$ cat config.mk
export PLATFORM = sky130hd
export DESIGN_NAME = dio_event_counter_status
export DESIGN_NICKNAME = d
export VERILOG_FILES = /design/src/dio_pkg.sv /design/src/dio_event_counter_status.sv /design/src/dio_status_lamp.sv
export VERILOG_INCLUDE_DIRS = /design/src
export SDC_FILE = /design/constraint.sdc
export NUM_CORES = 1
export LEC_CHECK = 0
export BUFFER_PORTS_ARGS = -buffer_cell sky130_fd_sc_hd__buf_2
export CORE_MARGIN = 1
export CORE_UTILIZATION = 30
export DETAILED_ROUTE_END_ITERATION = 10
export SYNTH_ARGS = -nofsm -noshare
export SYNTH_HDL_FRONTEND = slang
export SYNTH_SLANG_ARGS = --single-unit
$ cat constraint.sdc
create_clock -name clk -period 10.4 [get_ports clk]
set_clock_uncertainty 0.15 [all_clocks]
set_input_delay 1.04 -clock clk [delete_from_list [all_inputs] [get_ports clk]]
set_output_delay 1.04 -clock clk [all_outputs]
set_load 0.02 [all_outputs]
$ cat src/dio_params.svh
// Constants of the digital I/O, event counter and lamp block.
// Assumes one 20 MHz clock and an AXI4-Lite register bus.
`ifndef DIO_PARAMS_SVH
`define DIO_PARAMS_SVH

// Geometry of the digital lines and the event counter.
`define DIO_PORT_W        8
`define DIO_LINES         24
`define DIO_COUNT_W       32
`define DIO_ADDR_W        8
`define DIO_CFG_W         5

// Register byte offsets.
`define DIO_OFS_CFG       8'h00
`define DIO_OFS_OUT_A     8'h04
`define DIO_OFS_OUT_B     8'h08
`define DIO_OFS_OUT_C     8'h0C
`define DIO_OFS_PIN_IN    8'h10
`define DIO_OFS_COUNT     8'h14
`define DIO_OFS_LINK      8'h18
`define DIO_OFS_LAST      8'h18

// Configuration register fields; a set direction bit makes the group an output.
`define DIO_CFG_DIR_A     0
`define DIO_CFG_DIR_B     1
`define DIO_CFG_DIR_CLO   2
`define DIO_CFG_DIR_CHI   3
`define DIO_CFG_SPLIT_C   4
`define DIO_CFG_RESET     5'h00

// Bus responses.
`define DIO_RESP_OKAY     2'h0
`define DIO_RESP_SLVERR   2'h2

// Lamp timing.
`define DIO_CLK_PERIOD_NS 50
`define DIO_BLINK_HALF_NS 100000000
`define DIO_BLINK_W       24
`define DIO_GREET_BLINKS  3
`define DIO_HALVES_W      3

`endif

$ cat src/dio_pkg.sv
// Types shared by the digital I/O block and its status lamp sequencer.
// Assumes dio_params.svh is on the include path.
`include "dio_params.svh"

package dio_pkg;

    // Status lamp sequencer states.
    typedef enum logic [1:0] {
        DIO_LAMP_OFF,
        DIO_LAMP_GREET,
        DIO_LAMP_STEADY,
        DIO_LAMP_BUSY
    } dio_lamp_e;

    // Whole state of the lamp sequencer.
    typedef struct packed {
        dio_lamp_e                 st;
        logic [`DIO_BLINK_W-1:0]   timer;
        logic [`DIO_HALVES_W-1:0]  halves;
        logic                      lamp;
    } dio_lamp_s;

    // Whole state of the digital I/O core and its bus slave.
    typedef struct packed {
        logic [`DIO_CFG_W-1:0]     cfg;
        logic [`DIO_LINES-1:0]     out_lat;
        logic [`DIO_LINES-1:0]     pin_meta;
        logic [`DIO_LINES-1:0]     pin_sync;
        logic [`DIO_LINES-1:0]     pin_drv;
        logic [`DIO_LINES-1:0]     pin_oe_n;
        logic                      ev_meta;
        logic                      ev_sync;
        logic                      ev_prev;
        logic [`DIO_COUNT_W-1:0]   count;
        logic                      aw_full;
        logic [`DIO_ADDR_W-1:0]    aw_addr;
        logic                      w_full;
        logic [31:0]               w_data;
        logic [3:0]                w_strb;
        logic                      awready;
        logic                      wready;
        logic                      bvalid;
        logic [1:0]                bresp;
        logic                      arready;
        logic                      rvalid;
        logic [31:0]               rdata;
        logic [1:0]                rresp;
    } dio_core_s;

endpackage : dio_pkg

$ cat src/dio_event_counter_status.sv
// Digital I/O block: three 8-bit ports, a 32-bit event counter and a status lamp.
// Assumes an AXI4-Lite master and a USB link engine, both on clk,
// and pad logic that resolves each line from its enable.
//
// Functional notes
// - There are twenty-four general digital lines in three eight-bit ports.
// - Software picks input or output per port and each port follows its own setting.
// - An input line reads 1 when driven high and 0 when grounded.
// - The lamp is lit steadily while attached and enumerated with no transfer running.
// - The lamp blinks continuously while transfers with the host are running.
// - When the link first comes up the lamp blinks three times and then stays lit.
// - When the link is lost the lamp goes off until the link is established again.
// - Nothing can disable the status lamp.
// - One thirty-two-bit event counter is fed from the event count input.
// - The counter adds one on each rising edge and ignores falling edges.
// - The counter catches every rising edge up to the maximum input rate.
// - After reset every port is an input.
// - Direction works as three eight-bit groups or two groups plus two halves of the third port.
`timescale 1ns/10ps
`include "dio_params.svh"

module dio_event_counter_status #(
    parameter logic [`DIO_BLINK_W-1:0] BLINK_HALF_CYCLES = `DIO_BLINK_W'(`DIO_BLINK_HALF_NS / `DIO_CLK_PERIOD_NS)
) (
    input  wire logic                    clk,
    input  wire logic                    sys_rst,
    // AXI4-Lite slave.
    input  wire logic [`DIO_ADDR_W-1:0]  s_axi_awaddr,
    input  wire logic                    s_axi_awvalid,
    output logic                         s_axi_awready,
    input  wire logic [31:0]             s_axi_wdata,
    input  wire logic [3:0]              s_axi_wstrb,
    input  wire logic                    s_axi_wvalid,
    output logic                         s_axi_wready,
    output logic [1:0]                   s_axi_bresp,
    output logic                         s_axi_bvalid,
    input  wire logic                    s_axi_bready,
    input  wire logic [`DIO_ADDR_W-1:0]  s_axi_araddr,
    input  wire logic                    s_axi_arvalid,
    output logic                         s_axi_arready,
    output logic [31:0]                  s_axi_rdata,
    output logic [1:0]                   s_axi_rresp,
    output logic                         s_axi_rvalid,
    input  wire logic                    s_axi_rready,
    // Link state from the USB engine, same clock.
    input  wire logic                    usb_link_up,
    input  wire logic                    usb_xfer_busy,
    // Digital lines: first port in bits 7:0, second 15:8, third 23:16.
    input  wire logic [`DIO_LINES-1:0]   dio_in,
    output logic [`DIO_LINES-1:0]        dio_out,
    output logic [`DIO_LINES-1:0]        dio_oe_n,
    // Event counter terminal and status lamp.
    input  wire logic                    event_count_input,
    output logic                         status_lamp
);

    dio_pkg::dio_core_s    core_reg;
    dio_pkg::dio_core_s    core_next;
    logic [31:0]           wr_word;
    logic [`DIO_COUNT_W-1:0] count_base;
    logic                  rise;
    logic                  lamp_q;
    logic [2:0]            link_bits;

    ////////////////////////////////////////////////////////////////////////////////
    // Helpers.

    // An address is mapped when word aligned and inside the register window.
    function automatic logic is_mapped(input logic [`DIO_ADDR_W-1:0] addr);
        is_mapped = (addr[1:0] == 2'h0) && (addr <= `DIO_OFS_LAST);
    endfunction : is_mapped

    // Strobed byte lanes take the new data, the others keep the old.
    function automatic logic [31:0] merge(input logic [31:0] old_w,
                                          input logic [31:0] new_w,
                                          input logic [3:0]  strb);
        for (int i = 0; i < 4; i++) begin
            merge[i*8 +: 8] = strb[i] ? new_w[i*8 +: 8] : old_w[i*8 +: 8];
        end
    endfunction : merge

    // Per-line output mask; with the split bit clear the third port moves as one group.
    function automatic logic [`DIO_LINES-1:0] dir_mask(input logic [`DIO_CFG_W-1:0] cfg);
        logic chi;
        chi = cfg[`DIO_CFG_SPLIT_C] ? cfg[`DIO_CFG_DIR_CHI] : cfg[`DIO_CFG_DIR_CLO];
        dir_mask = {{4{chi}}, {4{cfg[`DIO_CFG_DIR_CLO]}},
                    {`DIO_PORT_W{cfg[`DIO_CFG_DIR_B]}},
                    {`DIO_PORT_W{cfg[`DIO_CFG_DIR_A]}}};
    endfunction : dir_mask

    // Register contents as seen by a read, also the base of a strobed write.
    function automatic logic [31:0] reg_word(input logic [`DIO_ADDR_W-1:0] addr,
                                             input dio_pkg::dio_core_s s,
                                             input logic [2:0] link);
        reg_word = 32'h0000_0000;
        case (addr)
            `DIO_OFS_CFG:    reg_word[`DIO_CFG_W-1:0] = s.cfg;
            `DIO_OFS_OUT_A:  reg_word[7:0] = s.out_lat[7:0];
            `DIO_OFS_OUT_B:  reg_word[7:0] = s.out_lat[15:8];
            `DIO_OFS_OUT_C:  reg_word[7:0] = s.out_lat[23:16];
            `DIO_OFS_PIN_IN: reg_word[`DIO_LINES-1:0] = s.pin_sync;
            `DIO_OFS_COUNT:  reg_word = s.count;
            `DIO_OFS_LINK:   reg_word[2:0] = link;
            default:         reg_word = 32'h0000_0000;
        endcase
    endfunction : reg_word

    ////////////////////////////////////////////////////////////////////////////////
    // Status lamp; it reads only the link state, so no setting turns it off.

    dio_status_lamp #(
        .BLINK_HALF_CYCLES (BLINK_HALF_CYCLES)
    ) u_lamp (
        .clk       (clk),
        .sys_rst   (sys_rst),
        .link_up   (usb_link_up),
        .xfer_busy (usb_xfer_busy),
        .lamp_on   (lamp_q)
    );

    // Link status bits as software reads them.
    assign link_bits = {lamp_q, usb_xfer_busy, usb_link_up};

    ////////////////////////////////////////////////////////////////////////////////
    // Next state of the core.
    always_comb begin
        core_next = core_reg;
        wr_word = 32'h0000_0000;

        // Two-stage synchronisers for the pins; only the second stage is read.
        core_next.pin_meta = dio_in;
        core_next.pin_sync = core_reg.pin_meta;

        // Event input: two stages to synchronise, a third to find the edge.
        // At 20 MHz a 500 ns pulse spans ten clocks, so no edge is missed.
        core_next.ev_meta = event_count_input;
        core_next.ev_sync = core_reg.ev_meta;
        core_next.ev_prev = core_reg.ev_sync;
        rise = core_reg.ev_sync & ~core_reg.ev_prev;
        count_base = core_reg.count;

        // Write address and data are taken independently, in either order.
        if (s_axi_awvalid && core_reg.awready) begin
            core_next.aw_full = 1'b1;
            core_next.aw_addr = s_axi_awaddr;
        end
        if (s_axi_wvalid && core_reg.wready) begin
            core_next.w_full = 1'b1;
            core_next.w_data = s_axi_wdata;
            core_next.w_strb = s_axi_wstrb;
        end
        if (core_reg.bvalid && s_axi_bready) begin
            core_next.bvalid = 1'b0;
        end

        // Once both halves are held the write is applied and answered.
        if (core_next.aw_full && core_next.w_full && !core_next.bvalid) begin
            core_next.aw_full = 1'b0;
            core_next.w_full = 1'b0;
            core_next.bvalid = 1'b1;
            core_next.bresp = `DIO_RESP_OKAY;
            wr_word = merge(reg_word(core_next.aw_addr, core_reg, link_bits),
                            core_next.w_data, core_next.w_strb);
            if (!is_mapped(core_next.aw_addr)) begin
                core_next.bresp = `DIO_RESP_SLVERR;
            end else begin
                case (core_next.aw_addr)
                    `DIO_OFS_CFG:   core_next.cfg = wr_word[`DIO_CFG_W-1:0];
                    `DIO_OFS_OUT_A: core_next.out_lat[7:0] = wr_word[7:0];
                    `DIO_OFS_OUT_B: core_next.out_lat[15:8] = wr_word[7:0];
                    `DIO_OFS_OUT_C: core_next.out_lat[23:16] = wr_word[7:0];
                    `DIO_OFS_COUNT: count_base = wr_word;
                    default:        core_next.bresp = `DIO_RESP_OKAY;
                endcase
            end
        end

        // A preset never swallows an edge seen in the same cycle; the sum wraps.
        core_next.count = count_base + `DIO_COUNT_W'(rise);

        // Read channel: one read at a time, answered on the next edge.
        if (core_reg.rvalid && s_axi_rready) begin
            core_next.rvalid = 1'b0;
        end
        if (s_axi_arvalid && core_reg.arready) begin
            core_next.rvalid = 1'b1;
            if (is_mapped(s_axi_araddr)) begin
                core_next.rdata = reg_word(s_axi_araddr, core_reg, link_bits);
                core_next.rresp = `DIO_RESP_OKAY;
            end else begin
                core_next.rdata = 32'h0000_0000;
                core_next.rresp = `DIO_RESP_SLVERR;
            end
        end

        // Ready flags are registered so every bus output comes from a flop.
        core_next.awready = !core_next.aw_full && !core_next.bvalid;
        core_next.wready = !core_next.w_full && !core_next.bvalid;
        core_next.arready = !core_next.rvalid;

        // Pin drive follows the latches; the enable is low where the port outputs.
        core_next.pin_drv = core_next.out_lat;
        core_next.pin_oe_n = ~dir_mask(core_next.cfg);
    end

    ////////////////////////////////////////////////////////////////////////////////
    // State register. Reset leaves every port an input with its drive released.
    always_ff @(posedge clk or posedge sys_rst) begin
        if (sys_rst) begin
            core_reg <= '0;
            core_reg.cfg <= `DIO_CFG_RESET;
            core_reg.pin_oe_n <= {`DIO_LINES{1'b1}};
        end else begin
            core_reg <= core_next;
        end
    end

    ////////////////////////////////////////////////////////////////////////////////
    // Outputs, each straight from a flop.
    assign s_axi_awready = core_reg.awready;
    assign s_axi_wready  = core_reg.wready;
    assign s_axi_bvalid  = core_reg.bvalid;
    assign s_axi_bresp   = core_reg.bresp;
    assign s_axi_arready = core_reg.arready;
    assign s_axi_rvalid  = core_reg.rvalid;
    assign s_axi_rdata   = core_reg.rdata;
    assign s_axi_rresp   = core_reg.rresp;
    assign dio_out       = core_reg.pin_drv;
    assign dio_oe_n      = core_reg.pin_oe_n;
    assign status_lamp   = lamp_q;

endmodule : dio_event_counter_status

$ cat src/dio_status_lamp.sv
// Status lamp sequencer: off, greeting blinks, steady, or busy blinking.
// Assumes the link and transfer inputs come from the same clock.
`timescale 1ns/10ps
`include "dio_params.svh"

module dio_status_lamp #(
    parameter logic [`DIO_BLINK_W-1:0] BLINK_HALF_CYCLES = `DIO_BLINK_W'(`DIO_BLINK_HALF_NS / `DIO_CLK_PERIOD_NS)
) (
    input  wire logic clk,
    input  wire logic sys_rst,
    input  wire logic link_up,
    input  wire logic xfer_busy,
    output logic      lamp_on
);

    dio_pkg::dio_lamp_s lamp_reg;
    dio_pkg::dio_lamp_s lamp_next;
    logic               half_done;

    ////////////////////////////////////////////////////////////////////////////////
    // Next state. Loss of the link overrides every other state.
    always_comb begin
        lamp_next = lamp_reg;
        half_done = (lamp_reg.timer == BLINK_HALF_CYCLES - `DIO_BLINK_W'(1));
        lamp_next.timer = half_done ? '0 : lamp_reg.timer + `DIO_BLINK_W'(1);
        case (lamp_reg.st)
            dio_pkg::DIO_LAMP_OFF: begin
                lamp_next.lamp = 1'b0;
                lamp_next.timer = '0;
                if (link_up) begin
                    lamp_next.st = dio_pkg::DIO_LAMP_GREET;
                    lamp_next.halves = '0;
                    lamp_next.lamp = 1'b1;
                end
            end
            dio_pkg::DIO_LAMP_GREET: begin
                // Three on phases and three off phases, then steady.
                if (half_done) begin
                    lamp_next.lamp = ~lamp_reg.lamp;
                    lamp_next.halves = lamp_reg.halves + `DIO_HALVES_W'(1);
                    if (lamp_reg.halves == `DIO_HALVES_W'(2 * `DIO_GREET_BLINKS - 1)) begin
                        lamp_next.st = dio_pkg::DIO_LAMP_STEADY;
                        lamp_next.lamp = 1'b1;
                    end
                end
            end
            dio_pkg::DIO_LAMP_STEADY: begin
                lamp_next.lamp = 1'b1;
                lamp_next.timer = '0;
                if (xfer_busy) begin
                    lamp_next.st = dio_pkg::DIO_LAMP_BUSY;
                end
            end
            dio_pkg::DIO_LAMP_BUSY: begin
                if (half_done) begin
                    lamp_next.lamp = ~lamp_reg.lamp;
                end
                if (!xfer_busy) begin
                    lamp_next.st = dio_pkg::DIO_LAMP_STEADY;
                    lamp_next.lamp = 1'b1;
                    lamp_next.timer = '0;
                end
            end
            default: begin
                lamp_next.st = dio_pkg::DIO_LAMP_OFF;
            end
        endcase
        if (!link_up) begin
            lamp_next.st = dio_pkg::DIO_LAMP_OFF;
            lamp_next.lamp = 1'b0;
            lamp_next.timer = '0;
        end
    end

    ////////////////////////////////////////////////////////////////////////////////
    // State register.
    always_ff @(posedge clk or posedge sys_rst) begin
        if (sys_rst) begin
            lamp_reg <= '{st: dio_pkg::DIO_LAMP_OFF, timer: '0, halves: '0, lamp: 1'b0};
        end else begin
            lamp_reg <= lamp_next;
        end
    end

    assign lamp_on = lamp_reg.lamp;

endmodule : dio_status_lamp

==> results of run 1 <==
-- critical path: cells and delay by family --
| family | cells | cell delay, ns |
|---|---|---|
| simple gates | 4 | 1.25 |
| compound gates | 6 | 1.61 |
| xor+xnor | 1 | 0.15 |
| fa+ha+maj | 1 | 0.18 |
| buf+inv | 1 | 0.18 |
| mux | 1 | 0.22 |
-- worst max path at each step --
| stage | start | endpoint | slack (ns) | cells after the start |
|---|---|---|---|---|
| after floorplan | sys_rst | core_next[119] | 2.88 | 1 |
| after global placement | s_axi_awvalid | core_reg[118] | 5.57 | 14 |
| after detailed placement | s_axi_awvalid | core_reg[118] | 5.47 | 14 |
| after CTS | s_axi_awvalid | core_reg[118] | 6.04 | 14 |
| after global routing | s_axi_awvalid | core_reg[112] | 5.71 | 14 |
| final | s_axi_awvalid | core_reg[118] | 6.02 | 14 |
-- area by class of cell --
type | instances | area (sq um)
antenna | 4 | 10.0
clock buffer | 29 | 693
clock inverter | 21 | 287
fill | 3621 | 23100
inverter | 33 | 131
multi-input combinational | 647 | 4350
sequential | 231 | 5790
tap | 461 | 577
timing repair buffer | 182 | 933
-- per-stage QoR --
step / power (mW) / area, sq um / util (%) / hold slack, ns
6_report: 3.08 / 12800 / 35.5 / 0.197
5_1_grt: 3.25 / 12800 / 35.5 / 0.201
4_1_cts: 3.11 / 12800 / 35.5 / 0.198
3_5_place_dp: 2.06 / 11800 / 32.8 / 0.185
3_3_place_gp: 2.05 / 11800 / 32.8 / 0.183
2_1_floorplan: 1.86 / 11000 / - / 0.181
-- cells by family after synthesis --
group | count (synthesis) | synth area share (%)
AND/OR/NAND/NOR | 308 | 13.9
other | 1 | 0.0340
multiplexers | 101 | 10.1
AO/OA/AOI/OAI | 180 | 10.7
buffers and inverters | 149 | 8.26
flip-flops | 231 | 52.4
adder cells (fa/ha/maj) | 5 | 0.567
XOR/XNOR | 51 | 4.05
-- cells in the mapped netlist (4+ instances only) --
| library cell | n | area share [%] |
|---|---|---|
| dfrtp_1 | 227 | 51 |
| nand2_1 | 102 | 3.5 |
| buf_4 | 86 | 5.8 |
| nor2_1 | 83 | 2.8 |
| o21ai_0 | 53 | 2.4 |
| mux2i_1 | 50 | 4.5 |
| mux2_2 | 47 | 4.8 |
| a21oi_1 | 37 | 1.7 |
| nand3_1 | 33 | 1.5 |
| xnor2_1 | 33 | 2.6 |
| inv_1 | 32 | 1.1 |
| a22oi_1 | 21 | 1.4 |
| xor2_1 | 18 | 1.4 |
| clkbuf_1 | 17 | 0.58 |
| nor3_1 | 14 | 0.63 |
| a31oi_1 | 9 | 0.51 |
| nand4_1 | 9 | 0.51 |
| or3_1 | 9 | 0.51 |
| a22o_1 | 8 | 0.63 |
| and2_1 | 8 | 0.45 |
| and3_1 | 6 | 0.34 |
| buf_2 | 6 | 0.27 |
| a211oi_1 | 5 | 0.34 |
| ha_1 | 5 | 0.57 |
| nor4_1 | 5 | 0.28 |
| o31ai_1 | 5 | 0.34 |
| buf_1 | 4 | 0.14 |
| dfstp_2 | 4 | 0.95 |
| nand2b_1 | 4 | 0.23 |
| nor2b_1 | 4 | 0.23 |
| o21a_1 | 4 | 0.27 |
-- metal layers --
layer	global-route usage, %	share of wire, %	routed length, um	up-vias
met1	21.7	45	13400	3842
met5	0	0.12	34	-
met4	3.97	2.5	726	6
met2	24.6	46	13500	215
li1	-	-	-	3691
met3	3.70	6.2	1830	50
-- power by group --
| part | leakage, nW | total [mW] | internal (mW) | switching (mW) |
|---|---|---|---|---|
| sequential | 2.95 | 1.24 | 1.08 | 0.154 |
| combinational | 2.29 | 0.805 | 0.297 | 0.508 |
| clock | 0.473 | 1.04 | 0.636 | 0.401 |
==> results.sh, run 1 <==
export IMPL_fmax_mhz=228
export IMPL_dpl_worst_slack_ns=5.47
export IMPL_finalWirelength_mm=29.5
export IMPL_vias=7804
export IMPL_crit_chain="buf_2, and2_4, o31ai_2, a222oi_1, o22ai_1, a21oi_1, a21oi_1, mux2_2, ha_1, a21bo_2, nand4bb_2, and2b_1, nand3_1, xor2_1"
export IMPL_status="completed"
export IMPL_grt_max_degree=103
export IMPL_ys_warnings_count=0
export IMPL_cts_tree="done"
export IMPL_whs_endpoint="core_reg[186]"
export IMPL_ir_drop_mv=0.153
export IMPL_worst_ep_arrival_time_ns=4.65
export IMPL_slew_headroom_pct=27.8
export IMPL_ys_ff_latch=231
export IMPL_drc_errors=0
export IMPL_largest_reg_flops=108
export IMPL_dieArea_sq_mm=0.0376
export IMPL_layout_common_cells="dfrtp_1, buf_2, nand2_1"
export IMPL_antenna_left=0
export IMPL_setup_ws_ns=6.02
export IMPL_path_clk_slew_ns=0.06
export IMPL_netlist_area_sq_mm=0.0110
export IMPL_startpoint_type="input port"
export IMPL_r2r_end="core_reg[118]"
export IMPL_r2r_start="s_axi_awready"
export IMPL_grt_use_total_pct=15.7
export IMPL_synth_ff_type="dfrtp_1"
export IMPL_finalCritPeriodShare_pct=42.1
export IMPL_synth_enable_flop_cells=0
export IMPL_drt_pass1_iter_count=5
export IMPL_wl_per_cell_um=18.3
export IMPL_nNetsFinal=1213
export IMPL_die_w_um=194
export IMPL_cts_resized=0
export IMPL_place_gp_congestion=0.914
export IMPL_cts_setup_buffers=0
export IMPL_critPathMaxStageDelay_ns=0.62
export IMPL_cp_data_required_time_ns=10.68
export IMPL_drive_gt1_share_pct=27.6
export IMPL_grt_pass1_wl_mm=45.7
export IMPL_worst_path_max_delay_cell="o31ai_2"
export IMPL_holdBufCountCts=0
export IMPL_synthArstFlopShare_pct=100
export IMPL_cts_buffers=27
export IMPL_clockBufferDepth=3
export IMPL_cp_end_kind="flop"
export IMPL_finalHoldViolCount=0
export IMPL_antenna_found_initial=7
export IMPL_min_period_ns=4.38
export IMPL_cap_violations=0
export IMPL_rows=69
export IMPL_critPathMaxFanout=14
export IMPL_drt_vias_per_instance=4.85
export IMPL_htree_levels=1
export IMPL_cts_root_buf="clkbuf_16"
export IMPL_port_buffers=173
export IMPL_areaGrowthSynthToFinish_pct=15.7
export IMPL_hold_start="core_next[186]"
export IMPL_syn_inst=1026
export IMPL_final_cells=1608
export IMPL_synth_area_per_cell_sq_um=10.8
export IMPL_ff2ff_setup_slack_ns=6.12
export IMPL_first_global_vias=7600
export IMPL_worst_pin_slew_ns=1.07
export IMPL_tns_ns=0
export IMPL_clock_latency_ns=0.55
export IMPL_place_hpwl_mm=21.5
export IMPL_r2r_worst_path_cells=13
export IMPL_grt_overflow=0
export IMPL_initial_core_util_pct=30.7
export IMPL_clock_sinks=231
export IMPL_io_pins=176
export IMPL_hold_class="reg2reg"
export IMPL_die_h_um=194
export IMPL_crit_top_cell="a21oi_1"
export IMPL_worstSetupPathType="in2reg"
export IMPL_yosysUniqueCellTypes=83
export IMPL_p_per_area_mw_per_mm2=241
export IMPL_setup_viol=0
export IMPL_coreArea_sq_mm=0.0359
export IMPL_layout_commonest_cell="dfrtp_1"
export IMPL_seq_area_frac_synth_pct=52.4
export IMPL_rsz0062_at_grt="false"
export IMPL_placed_cells_incl_taps=1554
export IMPL_slew_violations=0
export IMPL_cellLeakagePower_nw=5.71
export IMPL_hold_depth=0
export IMPL_drt_initial_drc_count=418
Note: power is estimated with default switching activity, not from simulation.
==> inputs of run 2 (changes only) <==
==> constraint.sdc (replaced) <==
create_clock -name clk -period 3.63 [get_ports clk]
set_clock_uncertainty 0.15 [all_clocks]
set_input_delay 0.363 -clock clk [delete_from_list [all_inputs] [get_ports clk]]
set_output_delay 0.363 -clock clk [all_outputs]
set_load 0.02 [all_outputs]
==> results.sh, run 2 (synthesis results as in run 1) <==
export IMPL_layout_commonest_cell="dfrtp_1"
export IMPL_antenna_left=0
export IMPL_grt_overflow=0
export IMPL_worst_ep_arrival_time_ns=3.69
export IMPL_coreArea_sq_mm=0.0359
export IMPL_antenna_found_initial=1
export IMPL_initial_core_util_pct=30.7
export IMPL_fillCellCount=3584
export IMPL_clock_sinks=231
export IMPL_status="completed"
export IMPL_placed_cells_incl_taps=1582
export IMPL_cp_end_kind="flop"
export IMPL_die_w_um=194
export IMPL_drive_gt1_share_pct=28.1
export IMPL_regArea_sq_mm=0.00579
export IMPL_critPathMaxFanout=10
export IMPL_largest_reg_flops=108
export IMPL_final_cells=1703
export IMPL_worstSetupPathType="in2reg"
export IMPL_dpl_worst_slack_ns=0.0219
export IMPL_hold_class="in2reg"
export IMPL_utilization_pct=38.4
export IMPL_cp_data_required_time_ns=3.91
export IMPL_layout_common_cells="dfrtp_1, buf_2, nand2_1"
export IMPL_rsz0062_at_grt="false"
export IMPL_multi_input_area_sq_mm=0.00440
export IMPL_cts_buffers=28
export IMPL_post_dp_cell_area_sq_mm=0.0120
export IMPL_drt_pass1_iter_count=5
export IMPL_min_period_ns=3.41
export IMPL_worst_pin_slew_ns=0.579
export IMPL_slew_violations=0
export IMPL_path_clk_slew_ns=0.06
export IMPL_cellLeakagePower_nw=6.20
export IMPL_die_h_um=194
export IMPL_ir_drop_mv=0.429
export IMPL_rows=69
export IMPL_areaGrowthSynthToFinish_pct=24.8
export IMPL_nNetsFinal=1310
export IMPL_finalWirelength_mm=30.0
export IMPL_place_hpwl_mm=21.7
export IMPL_drt_vias_per_instance=4.76
export IMPL_htree_levels=1
export IMPL_dieArea_sq_mm=0.0376
export IMPL_io_pins=176
export IMPL_grt_use_total_pct=16.1
export IMPL_port_buffers=173
export IMPL_place_gp_congestion=0.901
export IMPL_vias=8102
export IMPL_p_per_area_mw_per_mm2=665
export IMPL_wl_per_cell_um=17.6
export IMPL_drc_errors=0
export IMPL_cts_root_buf="clkbuf_16"
export IMPL_first_global_vias=8408
export IMPL_cap_violations=0
export IMPL_grt_max_degree=95
export IMPL_setup_ws_ns=0.215
export IMPL_slew_headroom_pct=61.4
export IMPL_clockBufferDepth=3
export IMPL_grt_pass1_wl_mm=47.9
export IMPL_worst_path_max_delay_cell="dlygate4sd3_1"
export IMPL_drt_initial_drc_count=481
export IMPL_setup_viol=0
export IMPL_crit_top_cell="nand3_1"
export IMPL_fmax_mhz=293
export IMPL_clock_latency_ns=0.54
export IMPL_critPathMaxStageDelay_ns=0.53
export IMPL_crit_chain="dlygate4sd3_1, buf_2, nor4_2, mux2_4, nand3_1, o22ai_1, a21oi_1, a21oi_2, mux2_2, ha_1, a21bo_2, nand4bb_2, buf_4, or3_1, nand3_1, o21ai_1"
export IMPL_finalCritPeriodShare_pct=94.1
export IMPL_fin_area_sq_mm=0.0138
export IMPL_startpoint_type="input port"
export IMPL_cts_tree="done"
export IMPL_tns_ns=0
export IMPL_finalHoldViolCount=0
[run 2: per-layer routing]
| metal | share of wire [%] | wire, um | GRT usage, % | vias to the layer above |
|---|---|---|---|---|
| li1 | - | - | - | 3877 |
| met1 | 47 | 14000 | 22.3 | 3989 |
| met2 | 46 | 13800 | 25.9 | 189 |
| met3 | 5.0 | 1500 | 2.94 | 47 |
| met4 | 2.4 | 706 | 4.23 | 0 |
| met5 | 0 | 0 | 0 | - |
[run 2: final timing paths]
path / startpoint / end / slack [ns] / cells after the start
min in group asynchronous: sys_rst / u_lamp.lamp_reg[7] / 0.25 / 3
worst max-delay path: s_axi_awaddr[0] / core_reg[98] / 0.22 / 16
worst max register to register: s_axi_awready / core_reg[98] / 0.23 / 14
worst min register to register: core_next[174] / core_reg[174] / 0.20 / 0
max in group asynchronous: sys_rst / s_axi_awready / 2.11 / 4
worst min-delay path: s_axi_bready / core_reg[77] / 0.03 / 4
[run 2: cell type report]
class,instances,area share [%]
Antenna cell,1,0.0182
Tap cell,461,4.19
Multi-Input combinational cell,647,31.9
Sequential cell,231,42.0
Timing Repair Buffer,278,13.5
Clock buffer,40,6.00
Inverter,33,0.926
Clock inverter,12,1.43
[run 2: timing repair]
item,CTS,global route
setup buffers,0,0
endpoints found under the hold margin,87,0
hold buffers,68,0
resized for setup,0,13
endpoints found under the setup margin,0,21
[run 2: metrics by stage]
step / power, mW / hold slack, ns
2_1_floorplan: 5.32 / 0.181
3_3_place_gp: 6.01 / 0.183
3_5_place_dp: 6.06 / 0.185
4_1_cts: 9.23 / 0.0117
5_1_grt: 9.67 / 0.0462
6_report: 9.16 / 0.0299
[run 2: critical path: cells and delay by family]
family / cells / cell delay [ns]
simple gates: 5 / 1.07
compound gates: 5 / 0.76
mux: 2 / 0.43
fa+ha+maj: 1 / 0.18
buf+inv: 3 / 0.87
[run 2: power breakdown]
group / switching, mW / internal [mW] / total (mW)
sequential: 0.429 / 3.11 / 3.54
clock: 1.12 / 1.94 / 3.06
combinational: 1.53 / 1.03 / 2.56
